## config.mk

```make
export PLATFORM = sky130hd
export DESIGN_NAME = hcs_top
export DESIGN_NICKNAME = d
export VERILOG_FILES = /design/src/hcs_pkg.sv /design/src/hcs_top.sv
export SDC_FILE = /design/constraint.sdc
export NUM_CORES = 1
export LEC_CHECK = 0
export BUFFER_PORTS_ARGS = -buffer_cell sky130_fd_sc_hd__buf_2
export CORE_MARGIN = 2
export CORE_UTILIZATION = 50
export DETAILED_ROUTE_END_ITERATION = 8
export GPL_TIMING_DRIVEN = 0
export HOLD_SLACK_MARGIN = 0.05
export PLACE_DENSITY = 0.86
export SLEW_MARGIN = 10
export SYNTH_ARGS = -nofsm -noshare
export SYNTH_HDL_FRONTEND = slang
export SYNTH_SLANG_ARGS = --single-unit
export TNS_END_PERCENT = 100
```

## constraint.sdc

```tcl
create_clock -name i_clk -period 3 [get_ports i_clk]
set_input_delay 0.15 -clock i_clk [delete_from_list [all_inputs] [get_ports i_clk]]
set_output_delay 0.15 -clock i_clk [all_outputs]
set_load 0.02 [all_outputs]
```

## src/hcs_pkg.sv

```systemverilog
package hcs_pkg;
    // register byte offsets
    localparam logic [7:0] HCS_OFF_CONFIG  = 8'h10;
    localparam logic [7:0] HCS_OFF_EEP_CMD = 8'h40;
    localparam logic [7:0] HCS_OFF_IRQ_STS = 8'h44;
    localparam logic [7:0] HCS_OFF_IRQ_EN  = 8'h48;
    localparam logic [7:0] HCS_OFF_IRQ_CLR = 8'h4C;
    // hardware_config_reg fields
    localparam int HCS_B_FULL_RST   = 0;
    localparam int HCS_B_LITE_RST   = 1;
    localparam int HCS_B_TO_SEL     = 3;
    localparam int HCS_B_MFP        = 4;
    localparam int HCS_B_SUSP_POL   = 5;
    localparam int HCS_B_SUSP_SEL   = 6;
    localparam int HCS_B_DETACH     = 15;
    localparam int HCS_B_LED        = 20;
    // eeprom_command_reg fields
    localparam int HCS_B_EEP_TO     = 0;
    localparam int HCS_B_EEP_BUSY   = 1;
    // interrupt bits
    localparam int HCS_IRQ_W        = 4;
    localparam int HCS_I_EEP_TO     = 0;
    localparam int HCS_I_LITE_DONE  = 1;
    localparam int HCS_I_FULL_DONE  = 2;
    localparam int HCS_I_DETACH     = 3;
    // reset values of software fields
    localparam logic [1:0] HCS_RST_SEL  = 2'h0;
    localparam logic       HCS_RST_POL  = 1'h0;
    localparam logic [3:0] HCS_RST_LED  = 4'h0;
    localparam logic       HCS_RST_MFP  = 1'h0;
    localparam logic       HCS_RST_TO   = 1'h0;
    localparam logic [HCS_IRQ_W-1:0] HCS_RST_IRQ = 4'h0;
    // timing
    localparam int HCS_CLK_NS         = 5;
    localparam int HCS_EEP_TO_LONG_NS = 30000000;
    localparam int HCS_EEP_TO_SHRT_NS = 1280;
    localparam int HCS_EEP_TO_LONG_CYC = HCS_EEP_TO_LONG_NS / HCS_CLK_NS;
    localparam int HCS_EEP_TO_SHRT_CYC = HCS_EEP_TO_SHRT_NS / HCS_CLK_NS;

    typedef enum logic [1:0]
    {
        HCS_SEQ_IDLE = 2'b00,
        HCS_SEQ_LITE = 2'b01,
        HCS_SEQ_FULL = 2'b10
    } hcs_seq_e;
endpackage

```

## src/hcs_top.sv

```systemverilog
// Behaviour
// - suspend select 00 state2; 01 +state1,detach; 10 +state0; 11 +state3
// - polarity 0 drives asserted pin low, 1 drives it high
// - suspend fields act regardless of eeprom presence or emulation
// - packing bit enables multi-frame usb packets; resets to zero
// - eeprom time-out after 30 ms (select 0) or 1.28 us (select 1)
// - time-out sets the flag in the eeprom command register
// - lite reset bit set by writing 1, clears when sequence completes
// - lite reset leaves usb, phy connection and eeprom alone
// - full reset bit starts reset with eeprom reload, self-clears
// - phy held disconnected during full reset, released afterwards
// - power-up suspend and led fields from loaded image, else zero
// - usb or lite reset restores those fields from last image
// - cable-detach flag set only when a detach event occurred
// - suspend fields are covered by the reset guard
// - with guard set protected fields survive all but power-on reset
// - hardware config register at offset 010h, 32 bits
`timescale 1ns/10ps
module hcs_top
    import hcs_pkg::*;
#(
    parameter int TO_LONG_CYC = HCS_EEP_TO_LONG_CYC
)
(
    input  wire logic        i_clk,
    input  wire logic        i_rst_b,
    input  wire logic        i_ce,
    input  wire logic        i_hsel,
    input  wire logic [31:0] i_haddr,
    input  wire logic [1:0]  i_htrans,
    input  wire logic        i_hwrite,
    input  wire logic [2:0]  i_hsize,
    input  wire logic [31:0] i_hwdata,
    input  wire logic        i_hready,
    output logic      [31:0] o_hrdata,
    output logic             o_hreadyout,
    output logic             o_hresp,
    input  wire logic        i_low_power,
    input  wire logic [1:0]  i_power_state,
    input  wire logic        i_cable_detach,
    input  wire logic        i_detach_event,
    input  wire logic        i_image_load,
    input  wire logic        i_image_valid,
    input  wire logic [1:0]  i_image_sel,
    input  wire logic        i_image_pol,
    input  wire logic [3:0]  i_image_led,
    input  wire logic        i_usb_reset,
    input  wire logic        i_reset_guard,
    input  wire logic        i_lite_done,
    input  wire logic        i_full_done,
    input  wire logic        i_eep_start,
    input  wire logic        i_eep_resp,
    output logic             o_lite_reset,
    output logic             o_full_reset,
    output logic             o_phy_disconnect,
    output logic             o_eeprom_reload,
    output logic             o_eep_timeout,
    output logic             o_suspend_pin,
    output logic             o_multi_frame,
    output logic      [3:0]  o_led_enable,
    output logic             o_irq
);
    localparam int TW = $clog2(TO_LONG_CYC + 1);
    localparam logic [TW-1:0] TO_LONG  = TW'(TO_LONG_CYC - 1);
    localparam logic [TW-1:0] TO_SHORT = TW'(HCS_EEP_TO_SHRT_CYC - 1);

    // one-hot register hit: 0 cfg, 1 eep, 2 sts, 3 en, 4 clr
    function automatic logic [4:0] reg_hit(input logic [31:0] a);
        logic [4:0] h;
        h = 5'h00;
        if (a[31:8] == 24'h000000)
        begin
            h[0] = (a[7:0] == HCS_OFF_CONFIG);
            h[1] = (a[7:0] == HCS_OFF_EEP_CMD);
            h[2] = (a[7:0] == HCS_OFF_IRQ_STS);
            h[3] = (a[7:0] == HCS_OFF_IRQ_EN);
            h[4] = (a[7:0] == HCS_OFF_IRQ_CLR);
        end
        return h;
    endfunction

    logic rst_s1_reg;
    logic rst_b_reg;

    always_ff @(posedge i_clk or negedge i_rst_b)
    begin
        if (!i_rst_b)
        begin
            rst_s1_reg <= 1'b0;
            rst_b_reg  <= 1'b0;
        end
        else
        begin
            rst_s1_reg <= 1'b1;
            rst_b_reg  <= rst_s1_reg;
        end
    end

    logic [1:0]           sel_reg,    sel_next;
    logic                 pol_reg,    pol_next;
    logic [3:0]           led_reg,    led_next;
    logic                 mfp_reg,    mfp_next;
    logic                 tos_reg,    tos_next;
    logic                 det_reg,    det_next;
    logic [1:0]           isel_reg,   isel_next;
    logic                 ipol_reg,   ipol_next;
    logic [3:0]           iled_reg,   iled_next;
    logic                 booted_reg, booted_next;
    hcs_seq_e             seq_reg,    seq_next;
    logic                 eto_reg,    eto_next;
    logic                 ebusy_reg,  ebusy_next;
    logic [TW-1:0]        ecnt_reg,   ecnt_next;
    logic [HCS_IRQ_W-1:0] sts_reg,    sts_next;
    logic [HCS_IRQ_W-1:0] en_reg,     en_next;
    logic                 wp_reg,     wp_next;
    logic [4:0]           wh_reg,     wh_next;
    logic [31:0]          rd_next;
    logic                 susp_next;
    logic                 rld_next;
    logic                 etp_next;

    always_comb
    begin
        logic       ap;
        logic [4:0] rh;
        logic [HCS_IRQ_W-1:0] ev;
        logic       act;
        logic       restore;
        logic       lite_go;
        logic       full_go;
        ap      = i_hsel & i_hready & i_htrans[1];
        rh      = reg_hit(i_haddr);
        ev      = '0;
        act     = 1'b0;
        restore = 1'b0;
        lite_go = 1'b0;
        full_go = 1'b0;
        sel_next    = sel_reg;
        pol_next    = pol_reg;
        led_next    = led_reg;
        mfp_next    = mfp_reg;
        tos_next    = tos_reg;
        det_next    = det_reg;
        isel_next   = isel_reg;
        ipol_next   = ipol_reg;
        iled_next   = iled_reg;
        booted_next = booted_reg;
        seq_next    = seq_reg;
        eto_next    = eto_reg;
        ebusy_next  = ebusy_reg;
        ecnt_next   = ecnt_reg;
        sts_next    = sts_reg;
        en_next     = en_reg;
        rld_next    = 1'b0;
        etp_next    = 1'b0;
        wp_next     = ap & i_hwrite;
        wh_next     = ap ? rh : 5'h00;

        // data phase of a write; reserved bits are simply not stored
        if (wp_reg && wh_reg[0])
        begin
            sel_next = i_hwdata[HCS_B_SUSP_SEL +: 2];
            pol_next = i_hwdata[HCS_B_SUSP_POL];
            led_next = i_hwdata[HCS_B_LED +: 4];
            mfp_next = i_hwdata[HCS_B_MFP];
            tos_next = i_hwdata[HCS_B_TO_SEL];
            if (i_hwdata[HCS_B_DETACH])
                det_next = 1'b0;
            full_go  = i_hwdata[HCS_B_FULL_RST];
            lite_go  = i_hwdata[HCS_B_LITE_RST];
        end
        if (wp_reg && wh_reg[1] && i_hwdata[HCS_B_EEP_TO])
            eto_next = 1'b0;
        if (wp_reg && wh_reg[3])
            en_next = i_hwdata[HCS_IRQ_W-1:0];
        if (wp_reg && wh_reg[4])
            sts_next = sts_reg & ~i_hwdata[HCS_IRQ_W-1:0];

        // reset sequencer; a request while busy is ignored
        case (seq_reg)
            HCS_SEQ_IDLE:
            begin
                if (full_go)
                begin
                    seq_next = HCS_SEQ_FULL;
                    rld_next = 1'b1;
                    mfp_next = HCS_RST_MFP;
                    tos_next = HCS_RST_TO;
                end
                else if (lite_go)
                begin
                    // usb, phy and eeprom are not touched here
                    seq_next = HCS_SEQ_LITE;
                    restore  = 1'b1;
                    mfp_next = HCS_RST_MFP;
                    tos_next = HCS_RST_TO;
                end
            end
            HCS_SEQ_LITE:
            begin
                if (i_lite_done)
                begin
                    seq_next = HCS_SEQ_IDLE;
                    ev[HCS_I_LITE_DONE] = 1'b1;
                end
            end
            HCS_SEQ_FULL:
            begin
                if (i_full_done)
                begin
                    seq_next = HCS_SEQ_IDLE;
                    ev[HCS_I_FULL_DONE] = 1'b1;
                end
            end
            default:
                seq_next = HCS_SEQ_IDLE;
        endcase

        // image capture; absent image means all zero
        if (i_image_load)
        begin
            isel_next = i_image_valid ? i_image_sel : HCS_RST_SEL;
            ipol_next = i_image_valid ? i_image_pol : HCS_RST_POL;
            iled_next = i_image_valid ? i_image_led : HCS_RST_LED;
            booted_next = 1'b1;
        end
        if (i_usb_reset)
            restore = 1'b1;
        // first image after power-on always applies
        if (i_image_load && (!booted_reg || !i_reset_guard))
        begin
            sel_next = isel_next;
            pol_next = ipol_next;
            led_next = iled_next;
        end
        else if (restore && !i_reset_guard)
        begin
            sel_next = isel_reg;
            pol_next = ipol_reg;
            led_next = iled_reg;
        end

        // eeprom response timer
        if (i_eep_start)
        begin
            ebusy_next = 1'b1;
            ecnt_next  = '0;
        end
        else if (ebusy_reg)
        begin
            if (i_eep_resp)
                ebusy_next = 1'b0;
            else if (ecnt_reg == (tos_reg ? TO_SHORT : TO_LONG))
            begin
                ebusy_next = 1'b0;
                eto_next   = 1'b1;
                etp_next   = 1'b1;
                ev[HCS_I_EEP_TO] = 1'b1;
            end
            else
                ecnt_next = ecnt_reg + TW'(1);
        end

        if (i_detach_event)
        begin
            det_next = 1'b1;
            ev[HCS_I_DETACH] = 1'b1;
        end
        sts_next = sts_next | ev;

        // pin follows the fields whatever the eeprom state
        case (sel_next)
            2'b00:   act = i_low_power && i_power_state == 2'h2;
            2'b01:   act = (i_low_power && (i_power_state == 2'h2
                           || i_power_state == 2'h1)) || i_cable_detach;
            2'b10:   act = (i_low_power && i_power_state != 2'h3)
                           || i_cable_detach;
            default: act = i_low_power || i_cable_detach;
        endcase
        susp_next = act ? pol_next : ~pol_next;

        // read data from next values so a read right after a write is fresh
        rd_next = 32'h0000_0000;
        if (ap && !i_hwrite)
        begin
            if (rh[0])
            begin
                rd_next[HCS_B_LED +: 4]      = led_next;
                rd_next[HCS_B_DETACH]        = det_next;
                rd_next[HCS_B_SUSP_SEL +: 2] = sel_next;
                rd_next[HCS_B_SUSP_POL]      = pol_next;
                rd_next[HCS_B_MFP]           = mfp_next;
                rd_next[HCS_B_TO_SEL]        = tos_next;
                rd_next[HCS_B_LITE_RST] = seq_next == HCS_SEQ_LITE;
                rd_next[HCS_B_FULL_RST] = seq_next == HCS_SEQ_FULL;
            end
            if (rh[1])
            begin
                rd_next[HCS_B_EEP_TO]   = eto_next;
                rd_next[HCS_B_EEP_BUSY] = ebusy_next;
            end
            if (rh[2])
                rd_next[HCS_IRQ_W-1:0] = sts_next;
            if (rh[3])
                rd_next[HCS_IRQ_W-1:0] = en_next;
        end
    end

    always_ff @(posedge i_clk or negedge rst_b_reg)
    begin
        if (!rst_b_reg)
        begin
            sel_reg          <= HCS_RST_SEL;
            pol_reg          <= HCS_RST_POL;
            led_reg          <= HCS_RST_LED;
            mfp_reg          <= HCS_RST_MFP;
            tos_reg          <= HCS_RST_TO;
            det_reg          <= 1'b0;
            isel_reg         <= HCS_RST_SEL;
            ipol_reg         <= HCS_RST_POL;
            iled_reg         <= HCS_RST_LED;
            booted_reg       <= 1'b0;
            seq_reg          <= HCS_SEQ_IDLE;
            eto_reg          <= 1'b0;
            ebusy_reg        <= 1'b0;
            ecnt_reg         <= '0;
            sts_reg          <= HCS_RST_IRQ;
            en_reg           <= HCS_RST_IRQ;
            wp_reg           <= 1'b0;
            wh_reg           <= 5'h00;
            o_hrdata         <= 32'h0000_0000;
            o_hreadyout      <= 1'b1;
            o_hresp          <= 1'b0;
            o_lite_reset     <= 1'b0;
            o_full_reset     <= 1'b0;
            o_phy_disconnect <= 1'b0;
            o_eeprom_reload  <= 1'b0;
            o_eep_timeout    <= 1'b0;
            o_suspend_pin    <= 1'b1;
            o_multi_frame    <= 1'b0;
            o_led_enable     <= 4'h0;
            o_irq            <= 1'b0;
        end
        else if (i_ce)
        begin
            sel_reg          <= sel_next;
            pol_reg          <= pol_next;
            led_reg          <= led_next;
            mfp_reg          <= mfp_next;
            tos_reg          <= tos_next;
            det_reg          <= det_next;
            isel_reg         <= isel_next;
            ipol_reg         <= ipol_next;
            iled_reg         <= iled_next;
            booted_reg       <= booted_next;
            seq_reg          <= seq_next;
            eto_reg          <= eto_next;
            ebusy_reg        <= ebusy_next;
            ecnt_reg         <= ecnt_next;
            sts_reg          <= sts_next;
            en_reg           <= en_next;
            wp_reg           <= wp_next;
            wh_reg           <= wh_next;
            o_hrdata         <= rd_next;
            o_hreadyout      <= 1'b1;
            o_hresp          <= 1'b0;
            o_lite_reset     <= seq_next == HCS_SEQ_LITE;
            o_full_reset     <= seq_next == HCS_SEQ_FULL;
            o_phy_disconnect <= seq_next == HCS_SEQ_FULL;
            o_eeprom_reload  <= rld_next;
            o_eep_timeout    <= etp_next;
            o_suspend_pin    <= susp_next;
            o_multi_frame    <= mfp_next;
            o_led_enable     <= led_next;
            o_irq            <= |(sts_next & en_next);
        end
    end
endmodule

```

Word level (Yosys, flattened, before mapping). Index checks and enable logic that the tools add are counted.

$add $sub $neg: 1. Equality and inequality tests: 17. Mux-type cells: 78. Bitwise operators: 8. Reductions and logical operators: 26.

Operator list (count): $mux 23 (5); $mux 1 (45); $mux 4 (11); $eq 8x7->1 const B (4); $logic_not 24->1 (1); $add 23x1->23 const B (1); $eq 23x23->1 (1); $mux 2 (11); $mux 5 (3); $logic_and 1x1->1 (11); $and 4x4->4 (2); $eq 2x1->1 const B (4); $eq 2x2->1 const B (4); $eq 8x5->1 const B (1); $mux 8 (1); $ne 2x2->1 const B (3); $pmux 2 s3 (1); $logic_or 1x1->1 (5); $logic_not 2->1 (2); $not 4->4 (1); $or 4x4->4 (1); $reduce_and 4->1 (1); $reduce_or 4->1 (1); $and 1x1->1 (3); 5 further kinds (7).

Flip-flop bits (word level): 80. Input port bits: 95. Output and inout bits: 46. Word-level logic and storage cells: 157.

Logic depth before layout (Yosys ltp).
Word-level depth: 13. Gate-level depth with buffers: 14. Depth with buffers taken out: 11.

Worst setup path before layout. No wires, ideal clock.

Path type: register -> register. From: reg wp_reg. To: reg o_suspend_pin. Setup time: 0.075 ns. Arrival time: 2.656 ns. Data required time: 2.925 ns. Slack: 0.269 ns. Cell stages (with the launch flop): 13. Path buffers: 3. Period minus slack after synthesis: 2.731 ns. Cells stage by stage: dfrtp_1 -> buf_2 -> and2_1 -> buf_4 -> a41oi_2 -> or2_2 -> clkbuf_1 -> a211oi_1 -> ha_1 -> nor3_1 -> a2bb2oi_1 -> mux2i_1 -> mux2i_1.

Cells in the longest elaborated chain, start to end: 12. Elaborated cells between the ends (all ways): 20. Classes of those cells: eq/ne (2); mux (14); bitwise (1); reduce/logical (3).

Ends and longest elaborated chain: start, declared (RTL line hcs_top.sv:115) `logic wp_reg, wp_next;`; start signal, assigned (RTL line hcs_top.sv:362) `wp_reg <= wp_next;`; $logic_and 1x1->1 * (RTL line hcs_top.sv:160) `if (wp_reg && wh_reg[0])`; $mux 1 (RTL line hcs_top.sv:160); $mux 1 (RTL line hcs_top.sv:190) `else if (lite_go)`; $mux 1 (RTL line hcs_top.sv:183) `if (full_go)`; $mux 1 (RTL line hcs_top.sv:180) `case (seq_reg)`; $mux 1 (RTL line hcs_top.sv:227) `if (i_usb_reset)`; $logic_and 1x1->1 (RTL line hcs_top.sv:236) `else if (restore && !i_reset_guard)`; $mux 2 (RTL line hcs_top.sv:236); $mux 2 (RTL line hcs_top.sv:230) `if (i_image_load && (!booted_reg || !i_reset_guard))`; $eq 2x2->1 (tied with other cells) (RTL line hcs_top.sv:272) `case (sel_next)`; $pmux 1 s3 (RTL line hcs_top.sv:272); $mux 1 * (RTL line hcs_top.sv:280) `susp_next = act ? pol_next : ~pol_next;`; end signal, assigned (RTL line hcs_top.sv:372) `o_suspend_pin <= susp_next;`; end, declared (RTL line hcs_top.sv:58) `output logic o_suspend_pin,`.

Every way passes the cells marked *; elsewhere a longest branch is shown, timed or not. A chain may end at the register's enable or synchronous reset.

Worst setup path after layout.
From: reg wp_reg. To: reg o_suspend_pin.

Cells in the longest elaborated chain, start to end: 12. Elaborated cells between the ends (all ways): 20. Classes of those cells: eq/ne (2); mux (14); bitwise (1); reduce/logical (3).

Ends and longest elaborated chain: $logic_and 1x1->1 * (RTL line hcs_top.sv:160); $mux 1 (RTL line hcs_top.sv:160); $mux 1 (RTL line hcs_top.sv:190); $mux 1 (RTL line hcs_top.sv:183); $mux 1 (RTL line hcs_top.sv:180); $mux 1 (RTL line hcs_top.sv:227); $logic_and 1x1->1 (RTL line hcs_top.sv:236); $mux 2 * (RTL line hcs_top.sv:236); $mux 2 * (RTL line hcs_top.sv:230); named net sel_next[1] (RTL line hcs_top.sv:99) `logic [1:0] sel_reg, sel_next;`; $eq 2x2->1 (tied with other cells) (RTL line hcs_top.sv:272); $pmux 1 s3 * (RTL line hcs_top.sv:272); $mux 1 * (RTL line hcs_top.sv:280).

Mark *: on every way through the listed nets, which the timed path passes. The rest lies on a longest branch.

==> metrics <==
GR Overflow Total 0; CTS tree yes; First-pass DRT Iterations 6; Die ar. 10100 µm²; initial cell density of the core between 50% and 60%; WP data arrival between 3 and 4 ns; FF+latch count, synth 79; vias in the first global route around 4300; Fmax about 350 MHz; Avg Vias per Cell 6.09; post-synth cell types 72; DRC viols 0; CTS Buf Count 9; largest net degree at the start of global routing 45; CP required 3.30 ns; Mapped Cells 508; GPL Wtd Cong a little under 1; FILL cells just under 800; gr usage total approximately 25%; Yosys warning count 0; Die Height 100 µm; synthesized cell area about 4600 µm²; H-tree levels 3; Post-Syn Area per Cell approximately 9.1 µm²; Worst Tran Pin Value ~0.79 ns; remaining antenna violation count after routing 0; Hold Vio Cnt, Final 0; initial antenna violation count 0; ant diodes 0; Final Setup Violations 0; Avg WL per Cell 16.8 µm; CP startpoint kind flip-flop; first-pass GRT wire length 20100 µm; ys flop type dfrtp_1; Fin Hold WS 0.0524 ns; standard-cell rows 35; period utilization 95.1%; layout cells sized above 1 between 20% and 30%; number of synthesized flops with an enable pin 0; Clock Tree Root clkbuf_8; min Tclk post-route around 2.9 ns; core footprint ~9100 µm²; ys async rst share 100%; final instance area about 5600 µm²; Worst Hold Class input pin to flip-flop; # IOs roughly 140; clock slew seen by the registers of the worst setup and hold paths roughly 0.090 ns; VDD IR-drop max 0.000361 V; Leakage ~0.0025 µW; status complete, no violations; Die W 100 µm; Worst Path Class, Setup flip-flop to flip-flop; skew final roughly 0.017 ns; Nets 739; area taken by multi-input logic gates ~2400 µm²; dpl cell area 5340 µm²; DRT iter0 DRCs about 360; number of flip-flops in the largest register 23; via count approximately 4600; P per Cell Area approximately 440 nW/µm²; P&R area growth vs syn 21.6%; Worst setup EP type flip-flop; reg2reg setup slack ~0.15 ns; final WL about 13000 µm; DP Wirelength roughly 9200 µm; sequential area share after synthesis 42.7%; Layout Utilization about three fifths; maximum root-to-sink buffer count 2; Slew Limit Fails 0; relative slew slack 46.6%; CTS sink count between 70 and 80; Port Buffer Count between 90 and 100; Skew-Pair Late Insertion Delay approximately 0.37 ns; number of max-cap violations 0; Reg area between 1500 and 2000 µm²; Max FO, Critical Path 10
==> cell families (layout without fill, tap and decap cells) <==
group                    Yosys count  in the layout  synth area share, %
AO/OA/AOI/OAI                    126            126                 20.2
XOR/XNOR                           1              1                0.189
adder cells (fa/ha/maj)            5              5                 1.35
buffers and inverters             69            185                 7.85
flip-flops                        79             79                 42.7
multiplexers                      14             14                 3.05
other                              2             22                0.162
AND/OR/NAND/NOR                  212            212                 24.6
==> critical path, cell delays in order, from the launching register on <==
cell       delay, ns
dfrtp_1         0.33
buf_4           0.17
and2_1          0.14
buf_4           0.19
a41oi_4         0.22
or2_4           0.34
o311ai_4        0.31
inv_1           0.07
ha_1            0.28
nor3_1          0.29
a2bb2oi_2       0.19
mux2i_1         0.09
mux2i_1         0.16
==> stage by stage <==
stage	power [µW]	worst slack (ns)	std cells	setup TNS, ns
after CTS	2460	0.128	755	0
after global placement	1610	-0.229	733	-15.61
after floorplan	1480	0.269	528	0
after detailed placement	1630	-0.292	734	-0.292
after global routing	2570	-0.0186	755	-0.0186
final	2480	0.147	755	0
==> cells in the mapped netlist (all sizes together) (4+ instances only) <==
cell type   n  area share (%)
o31ai      11             1.8
nor3       10             1.1
or4        12             2.2
a21boi     12             1.9
nand2b     11             1.5
inv        24             1.9
or2         4            0.54
mux2i      13             2.8
or3         4            0.57
o2bb2ai     7             1.3
nor4       16             2.4
nand4       7             1.1
buf        31             4.8
clkbuf     14             1.1
and2        6            0.81
o21ai      30             3.2
dfrtp      78              42
nor4b       6             1.1
nand3      20             2.4
a21oi      16             1.7
nand2      78             6.3
ha          5             1.3
nor2       22             1.8
o221ai     13             2.5
==> final cells by class <==
type / count / share of cell area, %
Inverter: 24 / 1.60
Multi-Input combinational cell: 380 / 42.6
Tap cell: 111 / 2.46
Clock buffer: 9 / 2.20
Clock inverter: 7 / 1.40
Buffer: 44 / 4.84
Timing Repair Buffer: 101 / 9.72
Sequential cell: 79 / 35.2
==> layout by cell type (no fill, tap or decap), types with 6 or more instances in the layout <==
| cell | instances |
|---|---|
| inv_1 | 24 |
| mux2i_1 | 13 |
| and2_1 | 6 |
| o221ai_1 | 13 |
| nand4_1 | 6 |
| o2bb2ai_1 | 7 |
| nand3_1 | 18 |
| nor4_1 | 14 |
| conb_1 | 22 |
| nor4b_1 | 6 |
| o21ai_0 | 27 |
| a21boi_1 | 9 |
| buf_4 | 25 |
| dfrtp_1 | 77 |
| nand2b_1 | 11 |
| buf_2 | 96 |
| or4_2 | 7 |
| clkbuf_8 | 9 |
| nor2_1 | 21 |
| a21oi_1 | 16 |
| o31ai_1 | 11 |
| nor3_1 | 10 |
| clkbuf_1 | 13 |
| nand2_1 | 78 |
==> path summary, 6_finish.rpt <==
| path | to | cells past startpoint | start |
|---|---|---|---|
| setup / recovery | o_suspend_pin | 12 | wp_reg |
| hold / removal | mfp_reg | 3 | i_hwdata[4] |
| setup reg to reg | o_suspend_pin | 12 | wp_reg |
| hold reg to reg | o_hrdata[20] | 0 | rst_b_reg |
| max in group asynchronous | ecnt_reg[17] | 1 | rst_b_reg |
| min in group asynchronous | rst_b_reg | 2 | i_rst_b |
==> metal layers <==
metal,up-vias,track usage (%),routed length (µm)
met4,0,12.0,350
met2,268,41.9,6160
met5,-,0,0
li1,2097,-,-
met1,2199,32.1,5250
met3,33,3.27,930
==> where the power goes <==
group / leakage [µW] / internal, µW / switching (µW)
clock network: 0.0000982 / 394 / 438
registers: 0.00102 / 1140 / 69.2
logic: 0.00139 / 183 / 252
==> repair_timing <==
item	4_1_cts	5_1_grt
setup endpoints to repair	1	1
hold buffers	5	0
resized for setup	4	3
setup buffers	1	0
pin swaps	1	0
hold endpoints to repair	7	0
No activity file was read; power rests on OpenSTA's default activity.
